File: config.mk
export PLATFORM = sky130hd
export DESIGN_NAME = rtc3_top
export DESIGN_NICKNAME = d
export VERILOG_FILES = /design/src/rtc3_pkg.sv /design/src/rtc3_top.sv /design/src/rtc3_bcd_inc.sv /design/src/rtc3_tick_gen.sv
export SDC_FILE = /design/constraint.sdc
export NUM_CORES = 1
export LEC_CHECK = 0
export BUFFER_PORTS_ARGS = -buffer_cell sky130_fd_sc_hd__clkbuf_2
export CORE_UTILIZATION = 30
export CTS_CLUSTER_DIAMETER = 100
export DETAILED_ROUTE_END_ITERATION = 10
export GPL_ROUTABILITY_DRIVEN = 0
export GPL_TIMING_DRIVEN = 0
export PLACE_DENSITY = 0.6
export SYNTH_ARGS = -nofsm -noshare
export SYNTH_HDL_FRONTEND = slang
export SYNTH_SLANG_ARGS = --single-unit
File: constraint.sdc
create_clock -name pclk -period 2.2 [get_ports pclk]
set_input_delay 0.11 -clock pclk [delete_from_list [all_inputs] [get_ports pclk]]
set_output_delay 0.11 -clock pclk [all_outputs]
set_load 0.02 [all_outputs]
File: src/rtc3_pkg.sv
/*
  rtc3_pkg: register indices, field positions, reset values and timing
  counts for the battery control and timekeeping block.
  Assumes a 50 MHz pclk and an APB master with 32-bit data.
*/
// Operation
// - three-bit battery power mode in bits 7:5, reset value all ones
// - switchover flag in bit 3 sets on a switchover, zero after reset
// - switchover flag drives interrupt only while its enable bit 1 is one
// - low battery flag drives interrupt only while its enable bit 0 is one
// - time registers hold BCD, tens digit high, units digit low
// - seconds 0 to 59 as BCD in bits 6:0
// - oscillator stopped flag in seconds bit 7, one at startup and after a stop
// - seconds tens digit in bits 6:4, units in bits 3:0
// - 12 hour mode: hour 1 to 12 in bits 4:0, bit 5 PM
// - 24 hour mode: hour 0 to 23 in bits 5:0, bits 7:6 unused
// - hour layout chosen by the hour format bit of the format register
// - hour format bit zero means 24 hour mode, its reset value
package rtc3_pkg;

  // ==========================================================
  // register indices (byte address is four times the index)
  localparam logic [7:0] IDX_HOUR_FMT = 8'h00;
  localparam logic [7:0] IDX_BATT = 8'h02;
  localparam logic [7:0] IDX_SEC = 8'h03;
  localparam logic [7:0] IDX_MIN = 8'h04;
  localparam logic [7:0] IDX_HRS = 8'h05;
  localparam logic [7:0] IDX_IRQ_STAT = 8'h20;
  localparam logic [7:0] IDX_IRQ_MASK = 8'h21;

  // ==========================================================
  // field positions
  localparam int FMT_12H_BIT = 3;
  localparam int BATT_MODE_LSB = 5;
  localparam int BATT_SWITCH_BIT = 3;
  localparam int BATT_LOW_BIT = 2;
  localparam int BATT_SWIE_BIT = 1;
  localparam int BATT_LOWIE_BIT = 0;
  localparam int SEC_OSC_BIT = 7;
  localparam int HRS_PM_BIT = 5;
  localparam int IRQ_SECOND_BIT = 0;
  localparam int IRQ_MINUTE_BIT = 1;
  localparam int IRQ_OSC_BIT = 2;

  // ==========================================================
  // reset values
  localparam logic [2:0] BATT_MODE_RESET = 3'h7;
  localparam logic [6:0] SEC_RESET = 7'h00;
  localparam logic [6:0] MIN_RESET = 7'h00;
  localparam logic [5:0] HRS_RESET = 6'h00;
  localparam logic [2:0] IRQ_MASK_RESET = 3'h0;

  // ==========================================================
  // BCD limits and timing
  localparam logic [7:0] BCD_59 = 8'h59;
  localparam logic [7:0] BCD_00 = 8'h00;
  localparam longint CLK_HZ = 50_000_000;
  localparam longint TICK_PERIOD_MS = 1000;
  localparam int TICK_CYCLES = int'((CLK_HZ * TICK_PERIOD_MS) / 1000);
  localparam int TICK_W = 26;

endpackage

File: src/rtc3_top.sv
/*
  rtc3_top: battery control and seconds/minutes/hours timekeeping with an
  APB slave, a sticky interrupt status/mask pair and one interrupt line.
  Assumes async pin inputs for switchover, battery low and oscillator
  failure, a 50 MHz pclk, and an APB master that holds its request.
  Written time values are not range-checked: an illegal BCD code steps
  on from where it stands, as a trade for a smaller write path.
*/
`timescale 1ns/1ps
module rtc3_top
  import rtc3_pkg::*;
#(
  parameter int TICK_CYCLES = rtc3_pkg::TICK_CYCLES
) (
  // clock and reset
  input wire logic pclk,
  input wire logic presetn,
  // apb slave
  input wire logic psel,
  input wire logic penable,
  input wire logic pwrite,
  input wire logic [11:0] paddr,
  input wire logic [31:0] pwdata,
  input wire logic [3:0] pstrb,
  output logic [31:0] prdata,
  output logic pready,
  output logic pslverr,
  // battery and oscillator monitors (asynchronous)
  input wire logic switchover_in,
  input wire logic battery_low_in,
  input wire logic osc_fail_in,
  // interrupt
  output logic irq
);

  // ==========================================================
  // state
  typedef struct packed {
    // pin synchronisers and edge history
    logic sw_meta;
    logic sw_sync;
    logic sw_prev;
    logic low_meta;
    logic low_sync;
    logic osc_meta;
    logic osc_sync;
    logic osc_prev;
    // software controls and sticky flags
    logic fmt12;
    logic [2:0] battery_power_mode;
    logic switchover_flag;
    logic switchover_irq_enable;
    logic low_battery_irq_enable;
    logic oscillator_stopped_flag;
    // time counters, all BCD
    logic [6:0] sec;
    logic [6:0] min;
    logic [5:0] hrs;
    // interrupt status and mask
    logic [2:0] irq_stat;
    logic [2:0] irq_mask;
    // registered bus answer and interrupt line
    logic [7:0] rdata;
    logic ready;
    logic err;
    logic irq;
  } rtc3_state_s;

  // reset image; the oscillator flag starts set so software can tell
  // that the time has not been written since power-up
  localparam rtc3_state_s ST_RESET = '{
    sw_meta: 1'b0, sw_sync: 1'b0, sw_prev: 1'b0,
    low_meta: 1'b0, low_sync: 1'b0,
    osc_meta: 1'b0, osc_sync: 1'b0, osc_prev: 1'b0,
    fmt12: 1'b0,
    battery_power_mode: BATT_MODE_RESET,
    switchover_flag: 1'b0,
    switchover_irq_enable: 1'b0,
    low_battery_irq_enable: 1'b0,
    oscillator_stopped_flag: 1'b1,
    sec: SEC_RESET, min: MIN_RESET, hrs: HRS_RESET,
    irq_stat: 3'h0, irq_mask: IRQ_MASK_RESET,
    rdata: 8'h00, ready: 1'b0, err: 1'b0, irq: 1'b0
  };

  rtc3_state_s q, d;

  // ==========================================================
  // decode helpers

  // word index from a byte address
  // paddr[1:0] is ignored: every register is one aligned word
  function automatic logic [7:0] reg_index(input logic [11:0] addr);
    reg_index = addr[9:2];
  endfunction

  // true for any address that holds a register
  // an address outside the map gives an error and changes nothing
  function automatic logic addr_hit(input logic [11:0] addr);
    logic [7:0] i;
    i = reg_index(addr);
    addr_hit = (addr[11:10] == 2'h0) && (i == IDX_HOUR_FMT || i == IDX_BATT
      || i == IDX_SEC || i == IDX_MIN || i == IDX_HRS
      || i == IDX_IRQ_STAT || i == IDX_IRQ_MASK);
  endfunction

  // hour step in either layout; 12 hour toggles PM going 11 to 12
  function automatic logic [5:0] hour_step(input logic [5:0] h, input logic f12);
    logic pm;
    logic [4:0] hr;
    pm = h[HRS_PM_BIT];
    hr = h[4:0];
    hour_step = h;
    // no range check: codes above the top value wrap to the first hour
    if (f12) begin
      if (hr >= 5'h12) begin
        hour_step = {pm, 5'h01};
      end else if (hr == 5'h11) begin
        hour_step = {~pm, 5'h12};
      end else if (hr[3:0] >= 4'h9) begin
        hour_step = {pm, 5'h10};
      end else begin
        hour_step = {pm, hr[4], hr[3:0] + 4'h1};
      end
    end else begin
      if (h >= 6'h23) begin
        hour_step = 6'h00;
      end else if (h[3:0] >= 4'h9) begin
        hour_step = {h[5:4] + 2'h1, 4'h0};
      end else begin
        hour_step = {h[5:4], h[3:0] + 4'h1};
      end
    end
  endfunction

  // ==========================================================
  // one-second tick and BCD steps for seconds and minutes
  logic tick;
  logic sec_write;
  logic [7:0] unit_cur [2];
  logic [7:0] unit_nxt [2];
  logic unit_wrap [2];

  // the period is a parameter so a bench can shorten the second;
  // a minutes or hours write does not restart it and can land just before a tick
  // seconds write restarts the second so the new value lasts a full second
  rtc3_tick_gen u_tick (
    .pclk(pclk),
    .presetn(presetn),
    .restart(sec_write),
    .period(TICK_W'(TICK_CYCLES)),
    .tick(tick)
  );

  assign unit_cur[0] = {1'b0, q.sec};
  assign unit_cur[1] = {1'b0, q.min};

  // seconds and minutes share one BCD stepper design, one per unit
  genvar g;
  generate
    for (g = 0; g < 2; g++) begin : g_unit
      rtc3_bcd_inc u_inc (
        .cur(unit_cur[g]),
        .top_val(BCD_59),
        .low_val(BCD_00),
        .nxt(unit_nxt[g]),
        .wrap(unit_wrap[g])
      );
    end
  endgenerate

  // ==========================================================
  // bus phases
  logic setup_ph;
  logic acc_ph;
  logic wr_en;
  logic rd_en;
  logic [7:0] idx;
  logic [7:0] wbyte;

  // access is qualified by our own ready, so a master that lingers in
  // the access phase can never write a register twice
  assign setup_ph = psel & ~penable;
  assign acc_ph = psel & penable & q.ready;
  assign wr_en = acc_ph & pwrite & pstrb[0] & ~q.err;
  assign rd_en = acc_ph & ~pwrite & ~q.err;
  assign idx = reg_index(paddr);
  assign wbyte = pwdata[7:0];
  assign sec_write = wr_en & (idx == IDX_SEC);

  // ==========================================================
  // next state
  logic sw_rise;
  logic osc_rise;
  logic [2:0] irq_set;

  always_comb begin
    d = q;

    // two-stage synchronisers; only the second stage feeds logic
    // the extra stage on switchover and oscillator gives the edge history
    d.sw_meta = switchover_in;
    d.sw_sync = q.sw_meta;
    d.sw_prev = q.sw_sync;
    d.low_meta = battery_low_in;
    d.low_sync = q.low_meta;
    d.osc_meta = osc_fail_in;
    d.osc_sync = q.osc_meta;
    d.osc_prev = q.osc_sync;
    sw_rise = q.sw_sync & ~q.sw_prev;
    osc_rise = q.osc_sync & ~q.osc_prev;

    // timekeeping: seconds carry into minutes, minutes into hours
    // a carry only moves when the lower unit wraps on this very tick
    if (tick) begin
      d.sec = unit_nxt[0][6:0];
      if (unit_wrap[0]) begin
        d.min = unit_nxt[1][6:0];
        if (unit_wrap[1]) begin
          d.hrs = hour_step(q.hrs, q.fmt12);
        end
      end
    end

    // register writes; a write wins over the count in the same cycle
    // a write to a read-only bit or to the status register is ignored
    if (wr_en) begin
      case (idx)
        IDX_HOUR_FMT: begin
          d.fmt12 = wbyte[FMT_12H_BIT];
        end
        IDX_BATT: begin
          d.battery_power_mode = wbyte[7:BATT_MODE_LSB];
          d.switchover_irq_enable = wbyte[BATT_SWIE_BIT];
          d.low_battery_irq_enable = wbyte[BATT_LOWIE_BIT];
          // writing one to the flag has no effect; only hardware sets it
          if (!wbyte[BATT_SWITCH_BIT]) begin
            d.switchover_flag = 1'b0;
          end
        end
        IDX_SEC: begin
          d.sec = wbyte[6:0];
          d.oscillator_stopped_flag = wbyte[SEC_OSC_BIT];
        end
        IDX_MIN: begin
          d.min = wbyte[6:0];
        end
        IDX_HRS: begin
          d.hrs = wbyte[5:0];
        end
        IDX_IRQ_MASK: begin
          d.irq_mask = wbyte[2:0];
        end
        default: begin
        end
      endcase
    end

    // hardware sets win over software clears in the same cycle
    // so an event is never lost to a clear that software issued blindly
    if (sw_rise) begin
      d.switchover_flag = 1'b1;
    end
    if (osc_rise) begin
      d.oscillator_stopped_flag = 1'b1;
    end

    // sticky status, cleared by a read of the status register
    // a read clears every status bit, also one set after the setup sample; an event on that edge stays
    irq_set = 3'h0;
    irq_set[IRQ_SECOND_BIT] = tick;
    irq_set[IRQ_MINUTE_BIT] = tick & unit_wrap[0];
    irq_set[IRQ_OSC_BIT] = osc_rise;
    if (rd_en && idx == IDX_IRQ_STAT) begin
      d.irq_stat = irq_set;
    end else begin
      d.irq_stat = q.irq_stat | irq_set;
    end

    // read data is latched in setup so it stands through the access phase
    // and drops to zero after it, so idle read data never goes stale
    d.ready = setup_ph;
    d.err = setup_ph & ~addr_hit(paddr);
    d.rdata = 8'h00;
    if (setup_ph) begin
      case (idx)
        IDX_HOUR_FMT: begin
          d.rdata[FMT_12H_BIT] = q.fmt12;
        end
        IDX_BATT: begin
          d.rdata[7:BATT_MODE_LSB] = q.battery_power_mode;
          d.rdata[BATT_SWITCH_BIT] = q.switchover_flag;
          d.rdata[BATT_LOW_BIT] = q.low_sync;
          d.rdata[BATT_SWIE_BIT] = q.switchover_irq_enable;
          d.rdata[BATT_LOWIE_BIT] = q.low_battery_irq_enable;
          // bit 4 has no function and keeps the zero default
        end
        IDX_SEC: begin
          d.rdata = {q.oscillator_stopped_flag, q.sec};
        end
        IDX_MIN: begin
          d.rdata = {1'b0, q.min};
        end
        IDX_HRS: begin
          d.rdata = {2'h0, q.hrs};
        end
        IDX_IRQ_STAT: begin
          d.rdata[2:0] = q.irq_stat;
        end
        IDX_IRQ_MASK: begin
          d.rdata[2:0] = q.irq_mask;
        end
        default: begin
          d.rdata = 8'h00;
        end
      endcase
    end

    // one level line: battery flags through their enables, status via mask
    // battery low is taken from the second synchroniser stage only
    d.irq = (d.switchover_flag & d.switchover_irq_enable)
      | (q.low_sync & d.low_battery_irq_enable)
      | (|(d.irq_stat & d.irq_mask));
  end

  // ==========================================================
  // state register
  // asynchronous reset loads the constant reset image only
  always_ff @(posedge pclk or negedge presetn) begin
    if (!presetn) begin
      q <= ST_RESET;
    end else begin
      q <= d;
    end
  end

  // ==========================================================
  // outputs straight from the state register
  // upper read data bits are tied low: each register is one byte
  assign prdata = {24'h000000, q.rdata};
  assign pready = q.ready;
  assign pslverr = q.err;
  assign irq = q.irq;

endmodule // rtc3_top

File: src/rtc3_bcd_inc.sv
/*
  rtc3_bcd_inc: combinational two-digit BCD step with wrap.
  Assumes the caller holds a legal BCD value; illegal codes still step.
*/
`timescale 1ns/1ps
module rtc3_bcd_inc (
  // value and limits
  input wire logic [7:0] cur,
  input wire logic [7:0] top_val,
  input wire logic [7:0] low_val,
  // result
  output logic [7:0] nxt,
  output logic wrap
);

  // step units, carry into tens at nine, wrap at the top value
  always_comb begin
    wrap = 1'b0;
    if (cur >= top_val) begin
      nxt = low_val;
      wrap = 1'b1;
    end else if (cur[3:0] >= 4'h9) begin
      nxt = {cur[7:4] + 4'h1, 4'h0};
    end else begin
      nxt = {cur[7:4], cur[3:0] + 4'h1};
    end
  end

endmodule // rtc3_bcd_inc

File: src/rtc3_tick_gen.sv
/*
  rtc3_tick_gen: one-second prescaler giving a one-cycle tick.
  Assumes pclk is the only clock; period comes from the top parameter.
*/
`timescale 1ns/1ps
module rtc3_tick_gen
  import rtc3_pkg::*;
(
  // clock and reset
  input wire logic pclk,
  input wire logic presetn,
  // control
  input wire logic restart,
  input wire logic [rtc3_pkg::TICK_W-1:0] period,
  // tick out
  output logic tick
);

  typedef struct packed {
    logic [TICK_W-1:0] cnt;
    logic tick;
  } rtc3_tick_s;

  rtc3_tick_s q, d;

  // count down to one, then reload; restart realigns the second
  always_comb begin
    d = q;
    d.tick = 1'b0;
    if (restart) begin
      d.cnt = period;
    end else if (q.cnt <= TICK_W'(1)) begin
      d.cnt = period;
      d.tick = 1'b1;
    end else begin
      d.cnt = q.cnt - TICK_W'(1);
    end
  end

  // state register
  always_ff @(posedge pclk or negedge presetn) begin
    if (!presetn) begin
      q <= '0;
    end else begin
      q <= d;
    end
  end

  assign tick = q.tick;

endmodule // rtc3_tick_gen

After elaboration in Yosys (flattened, before gate mapping)

Index checks and enable logic that the tools add are counted.

Add/sub/neg operators: 7
Magnitude comparators: 8
Equal/unequal tests: 7
Multiplexer cells: 35
Bitwise gates (word level): 26
Reductions and logical operators: 16

Operator list:

| cell                                                     | count |
|---|---|
| 2-to-1 mux 26 bit                                        | 2 |
| 2-to-1 mux 6 bit                                         | 7 |
| 2-to-1 mux 7 bit                                         | 5 |
| <= comparator 26 x 1 -> 1 bit, second input constant     | 1 |
| subtractor 26 x 1 -> 26 bit, second input constant       | 1 |
| 2-to-1 mux 24 bit                                        | 1 |
| 2-to-1 mux 20 bit                                        | 1 |
| case mux 3 bit (6 select lines)                          | 1 |
| == test 8 x 2 -> 1 bit, second input constant            | 2 |
| == test 8 x 3 -> 1 bit, second input constant            | 2 |
| == test 8 x 6 -> 1 bit, second input constant            | 2 |
| 2-to-1 mux 8 bit                                         | 2 |
| bitwise AND 1 bit                                        | 15 |
| greater-or-equal comparator 7 bit, second input constant | 2 |
| 2-to-1 mux 13 bit                                        | 1 |
| adder 4 x 1 -> 4 bit, second input constant              | 3 |
| greater-or-equal comparator 4 bit, second input constant | 3 |
| 2-to-1 mux 3 bit                                         | 4 |
| case mux 3 bit (4 select lines)                          | 1 |
| logical NOT 8 bit                                        | 1 |
| 2-to-1 mux 1 bit                                         | 7 |
| NOT 1 bit                                                | 7 |
| adder 3 x 1 -> 3 bit, second input constant              | 2 |
| greater-or-equal comparator 6 bit, second input constant | 1 |
| 15 further kinds                                         | 25 |

Register bits after elaboration: 80
Word-level logic and storage cells: 124

Logic depth before layout (Yosys ltp)

Word-level depth: 14
Gate-level depth with buffers: 9
Mapped depth without buffers: 9

Cells and area by module

A second synthesis with hierarchy kept.

Cells, all modules: 566
Area, all modules: 5455.2 um^2

By module, submodules not included:

| module        | times used | cells each | area an instance (um^2) | seq. area each (um^2) |
|---|---|---|---|---|
| rtc3_top      | 1          | 286        | 2920.3                  | 1331.3 |
| rtc3_tick_gen | 1          | 164        | 1511.4                  | 675.6 |
| rtc3_bcd_inc  | 2          | 58         | 511.7                   | 0.0 |

Worst setup path before layout

Ideal clock, no wire load.

Kind: reg2reg
Start point: reg q[18] (netlist bit)
End point: reg q[21] (netlist bit)
Setup time: 125 ps
Arrival: 1856 ps
Data required time: 2075 ps
Path slack: 219 ps
Cell stages (with the launch flop): 10
Clock period less this slack: 1981 ps
Cells stage by stage: dfrtp_1 inv_1 ha_1 nor3b_1 nor2_1 inv_1 ha_1 a2bb2oi_1 mux2i_1 mux2_4

RTL lines:

| element                  | line            | source |
|---|---|---|
| start: declaration       | rtc3_top.sv:86  | `rtc3_state_s q, d;` |
| start signal: assignment | rtc3_top.sv:331 | `q <= ST_RESET;` |
| start signal: assignment | rtc3_top.sv:333 | `q <= d;` |

==> results.sh <==
export IMPL_status="completed"
export IMPL_cts_buffers=9
export IMPL_yosysSeqAreaShare=0.4238
export IMPL_async_reset_ff_frac=1.000
export IMPL_cp_slowest_cell="or4_1"
export IMPL_cp_endpoint="u_tick.q[16]"
export IMPL_power_density_nw_per_um2=576.5
export IMPL_grt_pass1_vias=3954
export IMPL_arrival_ns=2.34
export IMPL_crit_path_start_kind="register"
export IMPL_synth_area_leaders="dfrtp_1 40%, buf_4 5.1%, ha_1 5.0%, nand2_1 4.0%, nor2_1 3.0%"
export IMPL_netlist_area_um2=4736
export IMPL_wl_per_cell_um=14.65
export IMPL_start_util=0.3092
export IMPL_clkPwrFrac=0.418
export IMPL_yosysWarningCount=0
export IMPL_vias=3889
export IMPL_max_freq_ghz=0.4708
export IMPL_slew_violations=0
export IMPL_rr_endpoint="u_tick.q[16]"
export IMPL_ys_seq_elements=80
export IMPL_setup_tns_ns=0
export IMPL_clk_latency_ns=0.34
export IMPL_drtPass1Iterations=4
export IMPL_tritoncts="built"
export IMPL_path_cells="or4_1, nor3_2, buf_2, nor3b_1, xnor2_1, nand2_1"
export IMPL_clk_path_buf_depth=2
export IMPL_end_kind="register"
export IMPL_ys_flop_type="dfrtp_1"
export IMPL_drive_above_1_share=0.2405
export IMPL_hpwl_um=8167
export IMPL_stdcell_area_um2=5762
export IMPL_synth_cell_types=71
export IMPL_critPathKind="reg2reg"
export IMPL_grt_max_degree=66
export IMPL_max_cap_violations=0
export IMPL_synth_most_common_cell="dfrtp_1"
export IMPL_fin_nets=649
export IMPL_antenna_found_initial=0
export IMPL_path_clk_slew_ns=0.06
export IMPL_power_switching_uw=829.8
export IMPL_root_buffer="clkbuf_16"
export IMPL_core_um2=15310
export IMPL_rsz0062_at_grt="true"
export IMPL_postRouteAntennaNets=0
export IMPL_syn_inst=490
export IMPL_holdCritPathClass="in2reg"
export IMPL_clock_skew_ns=0.005424
export IMPL_clock_sinks=80
export IMPL_worst_r2r_setup_slack_ns=0.08
export IMPL_worst_pin_slew_ns=0.6636
export IMPL_irDropWorstVdd_v=0.0004366
export IMPL_io_buffers=37
export IMPL_switching_share=0.2498
export IMPL_fillCellCount=1547
export IMPL_fin_crit_ns=2.124
export IMPL_worstPathRequired_ns=2.42
export IMPL_r2r_start="u_tick.q[11]"
export IMPL_leakagePower_nw=2.603
export IMPL_synth_top_area_share=0.4016
export IMPL_area_growth_pct=21.66
export IMPL_drcViolationCount=0
export IMPL_p_seq_frac=0.485
export IMPL_relSlewSlack=0.5557
export IMPL_setup_viol=0
export IMPL_grt_pass1_wl_um=19160
export IMPL_hold_ws_ns=0.02303
export IMPL_grt_overflow=0
export IMPL_startpoint="u_tick.q[11]"
export IMPL_timing_final_crit_share=0.9655
export IMPL_combPwrFrac=0.097
export IMPL_worst_path_max_fanout=10
export IMPL_n_antenna_cell=0
export IMPL_routed_wl_um=11560
export IMPL_hold_viol=0
export IMPL_vias_per_cell=4.929
export IMPL_gr_usage_all_layers=0.1491
export IMPL_synth_edf_count=0
export IMPL_std_cell_rows=45
export IMPL_dieArea_um2=16290
export IMPL_io_pins=91
export IMPL_cts_htree_levels=3
export IMPL_dieWidth_um=127.6
export IMPL_place_area_um2=5301
export IMPL_chipHeight_um=127.6
export IMPL_ys_top_cells_by_count="76 x dfrtp_1, 51 x nand2_1, 38 x nor2_1"
export IMPL_cpPeakStageDelay_ns=0.59
export IMPL_synth_area_per_cell_um2=9.665
export IMPL_r2r_cells=6
export IMPL_p_int_mw=2.492
export IMPL_drt_iter0_drc=348
export IMPL_yosysTopAreaCell="dfrtp_1"
==> registers in the layout, indices dropped and copies added, names as in the netlist <==
name and flops:
q 37, u_tick.q 26, prdata 8, d 5
irq 1, pready 1, pslverr 1, u_tick.tick 1
==> power by group through the flow <==
stage | Sequential, mW | Clock (mW) | Combinational [mW]
floorplan | 1.62 | 0 | 0.198
global placement | 1.63 | 0 | 0.296
detailed placement | 1.64 | 0 | 0.312
CTS | 1.61 | 1.42 | 0.321
global route | 1.62 | 1.49 | 0.356
finish | 1.61 | 1.39 | 0.321
==> metal layers <==
layer / routed length [µm] / GRT usage
met4: 201 / 0.06298
met2: 5607 / 0.2514
met1: 5162 / 0.1822
met5: 0 / 0
met3: 585 / 0.03559
==> worst min path at each step <==
stage	startpoint	cells past startpoint	to
after floorplan	presetn	0	d[45]
after global placement	osc_fail_in	1	d[46]
after detailed placement	presetn	1	q[19]
after CTS	pwdata[7]	3	q[37]
after global routing	pwdata[7]	3	q[37]
final	pwdata[7]	3	q[37]
==> critical path, delay by kind of cell, from the launching register on <==
kind                      cells  cell delay [ns]
and+or+nand+nor               4             1.18
DFF                           1             0.40
xor gates and xnor gates      1             0.16
buffers and inverters         1             0.26
==> per-stage QoR <==
step	setup slack (ns)	cells	utilization	total power [mW]
after CTS	0.005849	789	0.3723	3.356
after detailed placement	-0.09403	762	0.3462	1.948
after floorplan	0.2186	513	-	1.821
after global placement	-0.1014	761	0.3442	1.928
final	0.07594	789	0.3762	3.322
after global routing	-0.007467	789	0.3762	3.468
==> cells by family (layout without fill, tap and decap cells) <==
kind of cell	count (synthesis)	count (layout)	synth area share
multiplexers	21	21	0.04941
buffers and inverters	70	135	0.08639
AND/OR/NAND/NOR	181	181	0.2040
AO/OA/AOI/OAI	94	94	0.1411
other	1	24	0.0007918
adder cells (fa/ha/maj)	19	19	0.05020
XOR/XNOR	24	24	0.04439
flip-flops	80	80	0.4238
==> layout by cell type, fill, tap and decap left out, types with 12 or more instances in the layout <==
master     n
xor2_1    16
ha_1      19
dfrtp_1   72
clkbuf_2  36
nand2_1   51
nor3_1    12
o21ai_0   14
nor2_1    37
conb_1    24
nand3_1   14
a21oi_1   15
buf_4     40
inv_1     19
==> cell type report <==
class	instances	area (µm²)	area share
Sequential cell	80	2012	0.3492
Buffer	50	341.6	0.05928
Timing Repair Buffer	50	320.3	0.05559
Inverter	20	75.07	0.01303
Clock buffer	12	256.5	0.04452
Tap cell	211	264.0	0.04582
Multi-Input combinational cell	363	2475	0.4295
Clock inverter	3	17.52	0.003040
==> timing repair <==
action                                  CTS  global route
hold buffers                              6             0
resized for setup                         4            15
setup buffers                             6             0
hold endpoints to repair                 19             0
endpoints found under the setup margin   24            34
Note: power is estimated with default switching activity, not from simulation.
